## config.mk

```make
export PLATFORM = sky130hd
export DESIGN_NAME = light_channel
export DESIGN_NICKNAME = d
export VERILOG_FILES = /design/src/light_cfg_pkg.sv /design/src/light_avg_accum.sv /design/src/light_channel.sv
export SDC_FILE = /design/constraint.sdc
export NUM_CORES = 1
export LEC_CHECK = 0
export ABC_CLOCK_PERIOD_IN_PS = 13000
export BUFFER_PORTS_ARGS = -buffer_cell sky130_fd_sc_hd__buf_2
export CAP_MARGIN = 25
export CORE_MARGIN = 2
export CORE_UTILIZATION = 65
export CTS_CLUSTER_SIZE = 40
export DETAILED_ROUTE_END_ITERATION = 8
export PLACE_DENSITY_LB_ADDON = 0.25
export SETUP_SLACK_MARGIN = 0.5
export SKIP_LAST_GASP = 1
export SLEW_MARGIN = 30
export SYNTH_ARGS = -nofsm -noshare
export SYNTH_HDL_FRONTEND = slang
export SYNTH_HIERARCHICAL = 1
export SYNTH_SLANG_ARGS = --single-unit
```

## constraint.sdc

```tcl
create_clock -name clk_in -period 13 [get_ports clk_in]
set_clock_uncertainty 0.05 [all_clocks]
set_input_delay 2.6 -clock clk_in [delete_from_list [all_inputs] [get_ports clk_in]]
set_output_delay 2.6 -clock clk_in [all_outputs]
set_load 0.05 [all_outputs]
```

## src/light_cfg_pkg.sv

```systemverilog
// package: register map, field layout and timing for the light channel
package light_cfg_pkg;

  // ---------------------------------------------------------------
  // register map
  // ---------------------------------------------------------------
  localparam logic [7:0] ADDR_PARAMS = 8'h84;
  localparam logic [7:0] ADDR_RES_HI = 8'h85;
  localparam logic [7:0] ADDR_RES_LO = 8'h86;

  // field positions inside light_measure_params
  localparam int CONT_BIT = 7;
  localparam int RATE_LSB = 4;
  localparam int OFS_BIT = 3;
  localparam int AVG_LSB = 0;

  // cont=0, rate=000, offset comp=1, averaging=101
  localparam logic [7:0] PARAMS_RESET = 8'h0d;
  localparam logic [15:0] RESULT_RESET = 16'h0000;

  // ---------------------------------------------------------------
  // timing
  // ---------------------------------------------------------------
  localparam int CLK_PERIOD_NS = 4;
  localparam int SEC_NS = 1000000000;
  localparam int CYCLES_PER_SEC = SEC_NS / CLK_PERIOD_NS;
  // settling pause between single conversions, skipped in continuous mode
  localparam int CONV_GAP_NS = 100;
  localparam int CONV_GAP_CYCLES =
    (CONV_GAP_NS + CLK_PERIOD_NS - 1) / CLK_PERIOD_NS;

  // layout matches the register bit for bit
  typedef struct packed {
    logic cont;
    logic [2:0] rate;
    logic ofs_en;
    logic [2:0] avg;
  } params_type;

  typedef enum logic [2:0] {
    ST_IDLE = 3'h0,
    ST_OFS_WAIT = 3'h1,
    ST_GAP = 3'h3,
    ST_SMP_WAIT = 3'h2,
    ST_STORE = 3'h6
  } meas_state_type;

  // samples per second for each rate code
  function automatic logic [3:0] rate_sps(input logic [2:0] code);
    unique case (code)
      3'h6: rate_sps = 4'h8;
      3'h7: rate_sps = 4'ha;
      default: rate_sps = 4'({1'b0, code} + 4'h1);
    endcase
  endfunction : rate_sps

endpackage : light_cfg_pkg

```

## src/light_avg_accum.sv

```systemverilog
// accumulator that sums single conversions and returns their mean
module light_avg_accum
  import light_cfg_pkg::*;
#(
  parameter int DATA_W = 16,
  parameter int SHIFT_W = 3
) (
  input wire logic clk_in,
  input wire logic rst_in,
  input wire logic clear_in,
  input wire logic add_in,
  input wire logic [DATA_W-1:0] sample_in,
  input wire logic [SHIFT_W-1:0] shift_in,
  output logic [DATA_W-1:0] mean_out
);

  localparam int ACC_W = DATA_W + (1 << SHIFT_W) - 1;

  logic [ACC_W-1:0] acc_r;
  logic [ACC_W-1:0] acc_nxt;

  // clear wins over add: a new cycle never inherits old sums
  always_comb begin
    acc_nxt = acc_r;
    if (clear_in) begin
      acc_nxt = '0;
    end else if (add_in) begin
      acc_nxt = acc_r + ACC_W'(sample_in);
    end
  end

  always_ff @(posedge clk_in) begin
    if (rst_in) begin
      acc_r <= '0;
    end else begin
      acc_r <= acc_nxt;
    end
  end

  // power-of-two count makes the mean a plain shift
  assign mean_out = DATA_W'(acc_r >> shift_in);

endmodule : light_avg_accum

```

## src/light_channel.sv

```systemverilog
// ambient light parameter register, measurement sequencer and result
// Overview of operation
// bit 7 enables continuous back-to-back conversions; resets to zero.
// host uses continuous mode only with on-demand, never self-timed.
// rate codes 0-5 give 1-6 samples/s, 6 gives 8, 7 gives 10.
// bit 3 enables automatic offset compensation; resets to enabled.
// with compensation on, offset measured first and subtracted from reading.
// each measurement performs two to the averaging value conversions.
// stored result is the mean of that cycle's conversions.
// averaging field is bits 2:0, reset value 101, 32 conversions.
// while self-timed runs, new parameters wait until the mode is cycled.
// result high byte at 85h, low byte at 86h.
// result bytes are read-only; writes leave them unchanged.
// host changes parameters only while self-timed enable is zero.
// host writes parameters only while the on-demand trigger reads zero.
// both result bytes update together at completion, else hold.
module light_channel
  import light_cfg_pkg::*;
#(
  parameter int SEC_CYCLES = CYCLES_PER_SEC,
  parameter int GAP_CYCLES = CONV_GAP_CYCLES
) (
  input wire logic clk_in,
  input wire logic rst_in,
  // register access from the serial interface
  input wire logic [7:0] reg_addr_in,
  input wire logic reg_wr_in,
  input wire logic [7:0] reg_wdata_in,
  output logic [7:0] reg_rdata_out,
  // measurement control
  input wire logic selftimed_en_in,
  input wire logic light_single_shot_trigger_in,
  output logic busy_out,
  output logic result_ready_out,
  // converter
  output logic conv_req_out,
  output logic conv_offset_out,
  input wire logic conv_done_in,
  input wire logic [15:0] conv_data_in
);

  // ---------------------------------------------------------------
  // registers
  // ---------------------------------------------------------------
  params_type params_r, params_nxt;
  params_type act_r, act_nxt;
  logic timed_d_r;
  logic [7:0] rdata_r, rdata_nxt;
  logic [15:0] result_r, result_nxt;

  meas_state_type state_r, state_nxt;
  logic [7:0] cnt_r, cnt_nxt;
  logic [15:0] gap_r, gap_nxt;
  logic [31:0] tick_r, tick_nxt;
  logic [15:0] ofs_r, ofs_nxt;
  logic req_r, req_nxt;
  logic ofs_phase_r, ofs_phase_nxt;
  logic ready_r, ready_nxt;

  logic [15:0] mean;
  logic [8:0] n_conv;
  logic [31:0] period;
  logic start;
  logic acc_clear;
  logic acc_add;

  // register file; only the parameter register is writable
  always_comb begin
    params_nxt = params_r;
    if (reg_wr_in && reg_addr_in == ADDR_PARAMS) begin
      params_nxt = params_type'(reg_wdata_in);
    end
    // live copy follows the register except while self-timed runs
    act_nxt = act_r;
    if (!selftimed_en_in || !timed_d_r) begin
      act_nxt = params_nxt;
    end
    unique case (reg_addr_in)
      ADDR_PARAMS: rdata_nxt = params_r;
      ADDR_RES_HI: rdata_nxt = result_r[15:8];
      ADDR_RES_LO: rdata_nxt = result_r[7:0];
      default: rdata_nxt = 8'h00;
    endcase
  end

  always_ff @(posedge clk_in) begin
    if (rst_in) begin
      params_r <= params_type'(PARAMS_RESET);
      act_r <= params_type'(PARAMS_RESET);
      timed_d_r <= 1'b0;
      rdata_r <= 8'h00;
    end else begin
      params_r <= params_nxt;
      act_r <= act_nxt;
      timed_d_r <= selftimed_en_in;
      rdata_r <= rdata_nxt;
    end
  end

  // ---------------------------------------------------------------
  // rate divider for self-timed operation
  // ---------------------------------------------------------------
  always_comb begin
    unique case (act_r.rate)
      3'h0: period = 32'(SEC_CYCLES / 1);
      3'h1: period = 32'(SEC_CYCLES / 2);
      3'h2: period = 32'(SEC_CYCLES / 3);
      3'h3: period = 32'(SEC_CYCLES / 4);
      3'h4: period = 32'(SEC_CYCLES / 5);
      3'h5: period = 32'(SEC_CYCLES / 6);
      3'h6: period = 32'(SEC_CYCLES / 8);
      3'h7: period = 32'(SEC_CYCLES / 10);
    endcase
  end

  // self-timed start fires at count zero, on-demand start on trigger
  assign start = (state_r == ST_IDLE) &&
                 (selftimed_en_in ? (tick_r == 32'h0)
                                  : light_single_shot_trigger_in);
  assign n_conv = 9'h001 << act_r.avg;

  // ---------------------------------------------------------------
  // measurement sequencer
  // ---------------------------------------------------------------
  always_comb begin
    state_nxt = state_r;
    cnt_nxt = cnt_r;
    gap_nxt = gap_r;
    ofs_nxt = ofs_r;
    req_nxt = 1'b0;
    ofs_phase_nxt = ofs_phase_r;
    ready_nxt = 1'b0;
    result_nxt = result_r;
    acc_clear = 1'b0;
    acc_add = 1'b0;
    tick_nxt = tick_r;
    if (!selftimed_en_in || tick_r == period - 32'h1) begin
      tick_nxt = 32'h0;
    end else begin
      tick_nxt = tick_r + 32'h1;
    end
    unique case (state_r)
      ST_IDLE: begin
        if (start) begin
          acc_clear = 1'b1;
          cnt_nxt = 8'h00;
          ofs_nxt = 16'h0000;
          gap_nxt = 16'h0000;
          if (act_r.ofs_en) begin
            req_nxt = 1'b1;
            ofs_phase_nxt = 1'b1;
            state_nxt = ST_OFS_WAIT;
          end else begin
            state_nxt = ST_GAP;
          end
        end
      end
      ST_OFS_WAIT: begin
        if (conv_done_in) begin
          ofs_nxt = conv_data_in;
          ofs_phase_nxt = 1'b0;
          state_nxt = ST_GAP;
        end
      end
      ST_GAP: begin
        // continuous mode drops the settling pause
        if (act_r.cont || gap_r >= 16'(GAP_CYCLES - 1)) begin
          req_nxt = 1'b1;
          state_nxt = ST_SMP_WAIT;
        end else begin
          gap_nxt = gap_r + 16'h0001;
        end
      end
      ST_SMP_WAIT: begin
        if (conv_done_in) begin
          acc_add = 1'b1;
          cnt_nxt = cnt_r + 8'h01;
          gap_nxt = 16'h0000;
          if (9'(cnt_r) + 9'h001 == n_conv) begin
            state_nxt = ST_STORE;
          end else begin
            state_nxt = ST_GAP;
          end
        end
      end
      ST_STORE: begin
        // clamp: offset above the mean reads as dark, not a wrap
        result_nxt = (mean > ofs_r) ? mean - ofs_r : 16'h0000;
        ready_nxt = 1'b1;
        state_nxt = ST_IDLE;
      end
      default: state_nxt = ST_IDLE;
    endcase
  end

  always_ff @(posedge clk_in) begin
    if (rst_in) begin
      state_r <= ST_IDLE;
      cnt_r <= 8'h00;
      gap_r <= 16'h0000;
      tick_r <= 32'h0;
      ofs_r <= 16'h0000;
      req_r <= 1'b0;
      ofs_phase_r <= 1'b0;
      ready_r <= 1'b0;
      result_r <= RESULT_RESET;
    end else begin
      state_r <= state_nxt;
      cnt_r <= cnt_nxt;
      gap_r <= gap_nxt;
      tick_r <= tick_nxt;
      ofs_r <= ofs_nxt;
      req_r <= req_nxt;
      ofs_phase_r <= ofs_phase_nxt;
      ready_r <= ready_nxt;
      result_r <= result_nxt;
    end
  end

  light_avg_accum #(
    .DATA_W(16),
    .SHIFT_W(3)
  ) u_accum (
    .clk_in(clk_in),
    .rst_in(rst_in),
    .clear_in(acc_clear),
    .add_in(acc_add),
    .sample_in(conv_data_in),
    .shift_in(act_r.avg),
    .mean_out(mean)
  );

  assign reg_rdata_out = rdata_r;
  assign busy_out = (state_r != ST_IDLE);
  assign result_ready_out = ready_r;
  assign conv_req_out = req_r;
  assign conv_offset_out = ofs_phase_r;
endmodule : light_channel

```

==> impl_metrics.py, run 1 <==
metrics = {
    "floorplan": {
        "die_x_um": 130,
        "die_area_um2": 17000,
        "placement_rows": 46,
        "die_y_um": 130,
        "coreArea_um2": 15700,
        "io_pins": 50,
        "start_util": 0.659,
    },
    "sta": {
        "fin_setup_tns_ns": 0,
        "worst_pin_slew_ns": 0.940,
        "relSlewSlack": 0.372,
        "timing.fmax_mhz": 187,
        "hold_viol_final": 0,
        "min_period_ns": 5.35,
        "finalSetupViolCount": 0,
        "grt_setup_unrepaired": "no",
        "layout_setup_ws_ns": 7.65,
        "drv_slew": 0,
        "min_period_over_period": 0.412,
        "hold_slack_ns": 0.416,
    },
    "place": {
        "hpwl_um": 18300,
        "place_area_um2": 10600,
        "portBuffers": 49,
        "gp_congestion": 0.940,
        "pre_cts_ws_ns": 7.22,
    },
    "clocking": {
        "cts_hold_buf": 0,
        "h-tree-depth": 4,
        "cts_buffers": 17,
        "root_buffer": "clkbuf_16",
        "cts_tree": "built",
        "post_cts_buffers": 0,
        "clkTransAtPathRegs_ns": 0.07,
        "clkLatencyLatePin_ns": 0.44,
        "cts_buffer_depth": 2,
        "cts_sinks": 168,
        "cts_resized": 0,
    },
    "grt": {
        "grt_pass1_vias": 8228,
        "grtUsageTotal": 0.307,
        "antenna_found_initial": 0,
        "grt_max_degree": 70,
        "grt_pass1_wl_um": 41600,
        "grt-ovfl-total": 0,
    },
    "worst_setup_path": {
        "end_kind": "register",
        "cp_slowest_cell": "nor4b_2",
        "cp.required_ns": 13.26,
        "path_common_cell": "nand2_1",
        "critPathKind": "input pin to register",
        "cp-start-kind": "input pin",
        "cp.arrival_ns": 5.61,
        "crit_path_max_incr_delay_ns": 0.68,
        "path_max_fanout": 10,
        "path_buf_inv": 3,
        "cpLargestDelayFamily": "simple AND/OR/NAND/NOR gates",
        "path_cells": "buf_2 > nor4b_1 > nor4b_2 > nand2_1 > mux2i_1 > a211oi_1 > buf_4 > inv_1 > ha_1 > nand2_1 > o21ai_0",
    },
    "power_and_ir_drop": {
        "seq_power_share": 0.432,
        "combPwrFrac": 0.144,
        "swShare": 0.277,
        "p_leak_nw": 4.43,
        "internal_power_mw": 0.901,
        "power_density_nw_per_um2": 111,
        "peakVddDrop_mv": 0.0986,
        "p_switching_mw": 0.345,
        "power.clock.fraction": 0.424,
    },
    "run": {
        "cap_viol_max_count": 0,
    },
    "synthesis": {
        "synth_top_area_share": 0.325,
        "synth.largest_area_cell": "dfxtp_1",
        "synth_edf_count": 0,
        "ys.warnings.count": 6,
        "postSynthCellCount": 1253,
        "synth_area_um2": 10400,
        "avgSynthCellArea_um2": 8.26,
        "ys_seq_area_frac": 0.325,
        "synth.area.top_cells": "dfxtp_1 32%, ha_1 5.8%, nor2_1 4.5%, xnor2_1 4.4%, nand2_1 4.2%",
        "synth_flop_cell": "dfxtp_1",
        "netlist_top_cells_count": "168 x dfxtp_1, 125 x nor2_1, 116 x nand2_1",
        "ys_types": 89,
        "ys_async_sr_fraction": 0,
        "yosys.cell_count.top_type": "dfxtp_1",
        "synth.net_count": 1341,
        "ys_ff_latch": 168,
    },
    "final_layout": {
        "diodes": 0,
        "layout.nets": 1356,
        "area_delta_synth_final_pct": 8.65,
        "fin_area_um2": 11200,
        "drive_gt1_frac": 0.126,
    },
    "routing": {
        "wirelength_um": 25400,
        "drtIter0Drc": 933,
        "drc": 0,
        "vias_per_cell": 6.19,
        "routedWlPerCell_um": 17.0,
        "num_vias": 9264,
        "drtPass1Iterations": 9,
        "drtAntennaViolNets": 0,
    },
    "outcome": {
        "status": "finished clean",
    },
    "worst_hold_path": {
        "hold_path_class": "register to register",
    },
}
==> metrics by stage <==
stage               cells  utilization  power [mW]
CTS                  1496        0.715        1.25
floorplan            1253            -       0.680
finish               1496        0.716        1.25
global route         1496        0.716        1.29
detailed placement   1465        0.676       0.724
global placement     1465        0.676       0.721
==> cell type report <==
class                   instances  area (µm²)
clock buffers                  18         439
well taps                     216         270
clock inverters                13         170
multi-input cells             966        6480
inverters                      59         221
flip-flops and latches        168        3360
repair buffers                 56         298
fillers                      1221        4460
==> power groups by stage <==
stage                     Sequential [mW]  Combinational (mW)  Clock [mW]
final                               0.539               0.179       0.529
after global placement              0.549               0.171           0
after detailed placement            0.549               0.175           0
after CTS                           0.538               0.176       0.532
after global routing                0.539               0.199       0.554
after floorplan                     0.547               0.133           0
==> cells by family after synthesis <==
group | count (synthesis) | synth area share
compound gates | 266 | 0.172
buf+inv | 119 | 0.0505
mux | 50 | 0.0508
xor+xnor | 88 | 0.0745
flops | 168 | 0.325
fa+ha+maj | 50 | 0.0619
simple gates | 512 | 0.266
==> worst paths after layout <==
check,from,end,slack [ns],cells past startpoint
min reg2reg,gap_r[11],gap_r[11],0.42,2
max reg2reg,act_r[2],result_r[15],8.49,13
max,reg_addr_in[5],period[6],7.65,11
min,gap_r[11],gap_r[11],0.42,2
==> placed cells by master, fill, tap and decap left out, types with 8 or more instances in the layout <==
master     instances
mux2_2            10
and2_1            10
nand3_1           63
xnor2_1           52
o211ai_1          10
o21ai_0           45
ha_1              48
clkbuf_16         17
or3_1             13
nand2_1          116
mux2i_1           39
nand4_1           17
nor4_1            21
and3_1            16
a211oi_1          10
buf_2             49
dfxtp_1          167
nand2b_1          14
nor2_1           125
inv_1             58
o21a_1            14
a21oi_1           82
a21o_1            13
nor3_1            27
a222oi_1           8
nor3_2            30
xor2_1            36
==> worst reg2reg max path, delay by kind of cell (launching register included) <==
family	cells	cell delay, ns
compound gates	4	1.53
flops	1	0.81
buf+inv	3	0.56
fa+ha+maj	2	0.55
simple gates	3	0.53
mux	1	0.38
==> flip-flops by register name (all words and copies together) (netlist names), 8 cells and up <==
register,count
params_r,8
period,26
cnt_r,8
tick_r,32
u_accum/acc_r,23
ofs_r,16
gap_r,16
result_r,16
act_r,8
reg_rdata_out,8
==> per-layer routing <==
layer	track usage	vias to the layer above	routed length [µm]
met5	0	-	0
met4	0.0961	0	369
met3	0.0586	37	1910
met2	0.465	367	11100
met1	0.441	4320	12000
li1	-	4540	-
Note: power is estimated with default switching activity, not from simulation.
==> run 2: changes to the inputs <==
--- a/config.mk
+++ b/config.mk
@@ -5,11 +5,11 @@
 export SDC_FILE = /design/constraint.sdc
 export NUM_CORES = 1
 export LEC_CHECK = 0
-export ABC_CLOCK_PERIOD_IN_PS = 13000
+export ABC_CLOCK_PERIOD_IN_PS = 4900
 export BUFFER_PORTS_ARGS = -buffer_cell sky130_fd_sc_hd__buf_2
 export CAP_MARGIN = 25
 export CORE_MARGIN = 2
-export CORE_UTILIZATION = 65
+export CORE_UTILIZATION = 56
 export CTS_CLUSTER_SIZE = 40
 export DETAILED_ROUTE_END_ITERATION = 8
 export PLACE_DENSITY_LB_ADDON = 0.25
==> constraint.sdc (replaced) <==
create_clock -name clk_in -period 4.9 [get_ports clk_in]
set_clock_uncertainty 0.05 [all_clocks]
set_input_delay 0.98 -clock clk_in [delete_from_list [all_inputs] [get_ports clk_in]]
set_output_delay 0.98 -clock clk_in [all_outputs]
set_load 0.05 [all_outputs]
==> run 2 against run 1 <==
Via count decreased by 2.0%. Global-route usage decreased by 4.5 points. Final area about the same. Non-clock buffer count rose by 6. Clock power up 140%. Final cell count rose by 1.3%. Sequential power grew to 2.7 times the previous value. Flip-flop and latch count unchanged. First-iteration DRC count decreased by 30%. Core utilization decreased by 9.2 points. Clock-buffer cell count up 3. Critical path type is now register to register. Highest routed layer unchanged.
==> impl_metrics.py, run 2 (synthesis results as in run 1) <==
metrics = {
    "final_layout": {
        "largest_reg_flops": 32,
        "final_cell_mix": "168 x dfxtp_1, 124 x nor2_1, 116 x nand2_1",
        "drive_gt1_frac": 0.128,
        "mostFrequentLayoutCell": "dfxtp_1",
        "fill_cells": 1603,
        "area_delta_synth_final_pct": 8.61,
        "top_register": "tick_r",
        "diodes": 0,
        "layout.nets": 1362,
    },
    "worst_setup_path": {
        "cp-start-kind": "register",
        "cp_slowest_cell": "dfxtp_1",
        "end_kind": "register",
        "crit_start": "act_r[1]",
        "cp.arrival_ns": 4.32,
        "cp.required_ns": 5.17,
        "r2r_slack_ns": 0.85,
        "crit_path_max_incr_delay_ns": 0.67,
        "path_cells": "mux2_2 > nor2_1 > a21oi_1 > mux2_2 > inv_1 > ha_1 > inv_1 > fa_1 > a21oi_1 > o21ai_0 > a2111oi_0 > buf_4 > nand4bb_1 > nand2_1 > a311oi_1 > nand3b_1",
        "rr_startpoint": "act_r[1]",
        "cpLargestDelayFamily": "compound AO/OA/AOI/OAI gates",
        "path_buf_inv": 3,
        "path_max_fanout": 17,
        "critPathKind": "register to register",
    },
    "routing": {
        "wirelength_um": 25200,
        "routedWlPerCell_um": 16.7,
        "vias_per_cell": 5.99,
        "num_vias": 9083,
        "drtAntennaViolNets": 0,
        "drtIter0Drc": 650,
        "drc": 0,
        "drtPass1Iterations": 5,
    },
    "sta": {
        "worst_pin_slew_ns": 0.961,
        "timing.fmax_mhz": 247,
        "finalSetupViolCount": 0,
        "min_period_ns": 4.05,
        "fin_setup_tns_ns": 0,
        "min_period_over_period": 0.827,
        "drv_slew": 0,
        "hold_viol_final": 0,
        "layout_setup_ws_ns": 0.847,
        "grt_setup_unrepaired": "no",
        "relSlewSlack": 0.358,
        "hold_slack_ns": 0.416,
    },
    "place": {
        "gp_congestion": 0.917,
        "portBuffers": 49,
        "pre_cts_ws_ns": 0.929,
        "hpwl_um": 18600,
    },
    "floorplan": {
        "die_area_um2": 19600,
        "die_x_um": 140,
        "placement_rows": 49,
        "die_y_um": 140,
        "io_pins": 50,
        "coreArea_um2": 18000,
        "start_util": 0.574,
    },
    "grt": {
        "grt_pass1_vias": 8444,
        "grt-ovfl-total": 0,
        "grt_pass1_wl_um": 42200,
        "grtUsageTotal": 0.261,
        "grt_max_degree": 42,
        "antenna_found_initial": 0,
    },
    "clocking": {
        "root_buffer": "clkbuf_16",
        "cts_hold_buf": 0,
        "cts_buffer_depth": 2,
        "cts_sinks": 168,
        "post_cts_buffers": 0,
        "cts_buffers": 17,
        "cts_resized": 0,
        "clkLatencyLatePin_ns": 0.43,
        "clkTransAtPathRegs_ns": 0.06,
        "h-tree-depth": 4,
        "cts_tree": "built",
    },
    "worst_hold_path": {
        "hold_path_class": "register to register",
        "hp-start": "gap_r[11]",
    },
    "outcome": {
        "status": "finished clean",
    },
    "power_and_ir_drop": {
        "peakVddDrop_mv": 0.294,
        "p_leak_nw": 4.42,
        "power_density_nw_per_um2": 283,
    },
    "run": {
        "cap_viol_max_count": 0,
    },
}
==> run 2: layout make-up <==
type | count | area, µm² | share of cell area
Timing Repair Buffer | 62 | 343 | 0.0305
Clock inverter | 11 | 101 | 0.00901
Inverter | 59 | 221 | 0.0197
Sequential cell | 168 | 3360 | 0.299
Multi-Input combinational cell | 966 | 6480 | 0.576
Clock buffer | 21 | 450 | 0.0401
Tap cell | 229 | 287 | 0.0255
==> run 2: where the power goes <==
part / switching, mW / total [mW] / internal (mW)
Sequential: 0.0338 / 1.43 / 1.39
Combinational: 0.304 / 0.483 / 0.180
Clock: 0.559 / 1.27 / 0.710
==> run 2: worst paths after layout <==
check	end	cells past startpoint
max	result_r[15]	16
min	gap_r[11]	2
max reg2reg	result_r[15]	16
min reg2reg	gap_r[11]	2
==> run 2: metal layers <==
layer  GRT usage  up-vias  part of all wire
met4      0.0779        0             0.017
met3      0.0455       42             0.052
li1            -     4547                 -
met5           0        -                 0
met1       0.391     4237              0.51
met2       0.385      257              0.42
==> run 2: per-stage QoR <==
stage	area, µm²	utilization	instances	total power, mW
floorplan	10400	-	1253	1.80
global placement	10700	0.593	1484	1.92
detailed placement	10700	0.593	1484	1.93
CTS	11200	0.624	1516	3.19
global route	11200	0.624	1516	3.30
finish	11200	0.624	1516	3.18
==> run 2: worst reg2reg max path: cells and delay by family, from the launching register on <==
family | cells | cell delay (ns)
compound gates | 5 | 1.17
mux | 2 | 0.69
flops | 1 | 0.67
fa+ha+maj | 2 | 0.54
simple gates | 4 | 0.50
buf+inv | 3 | 0.31
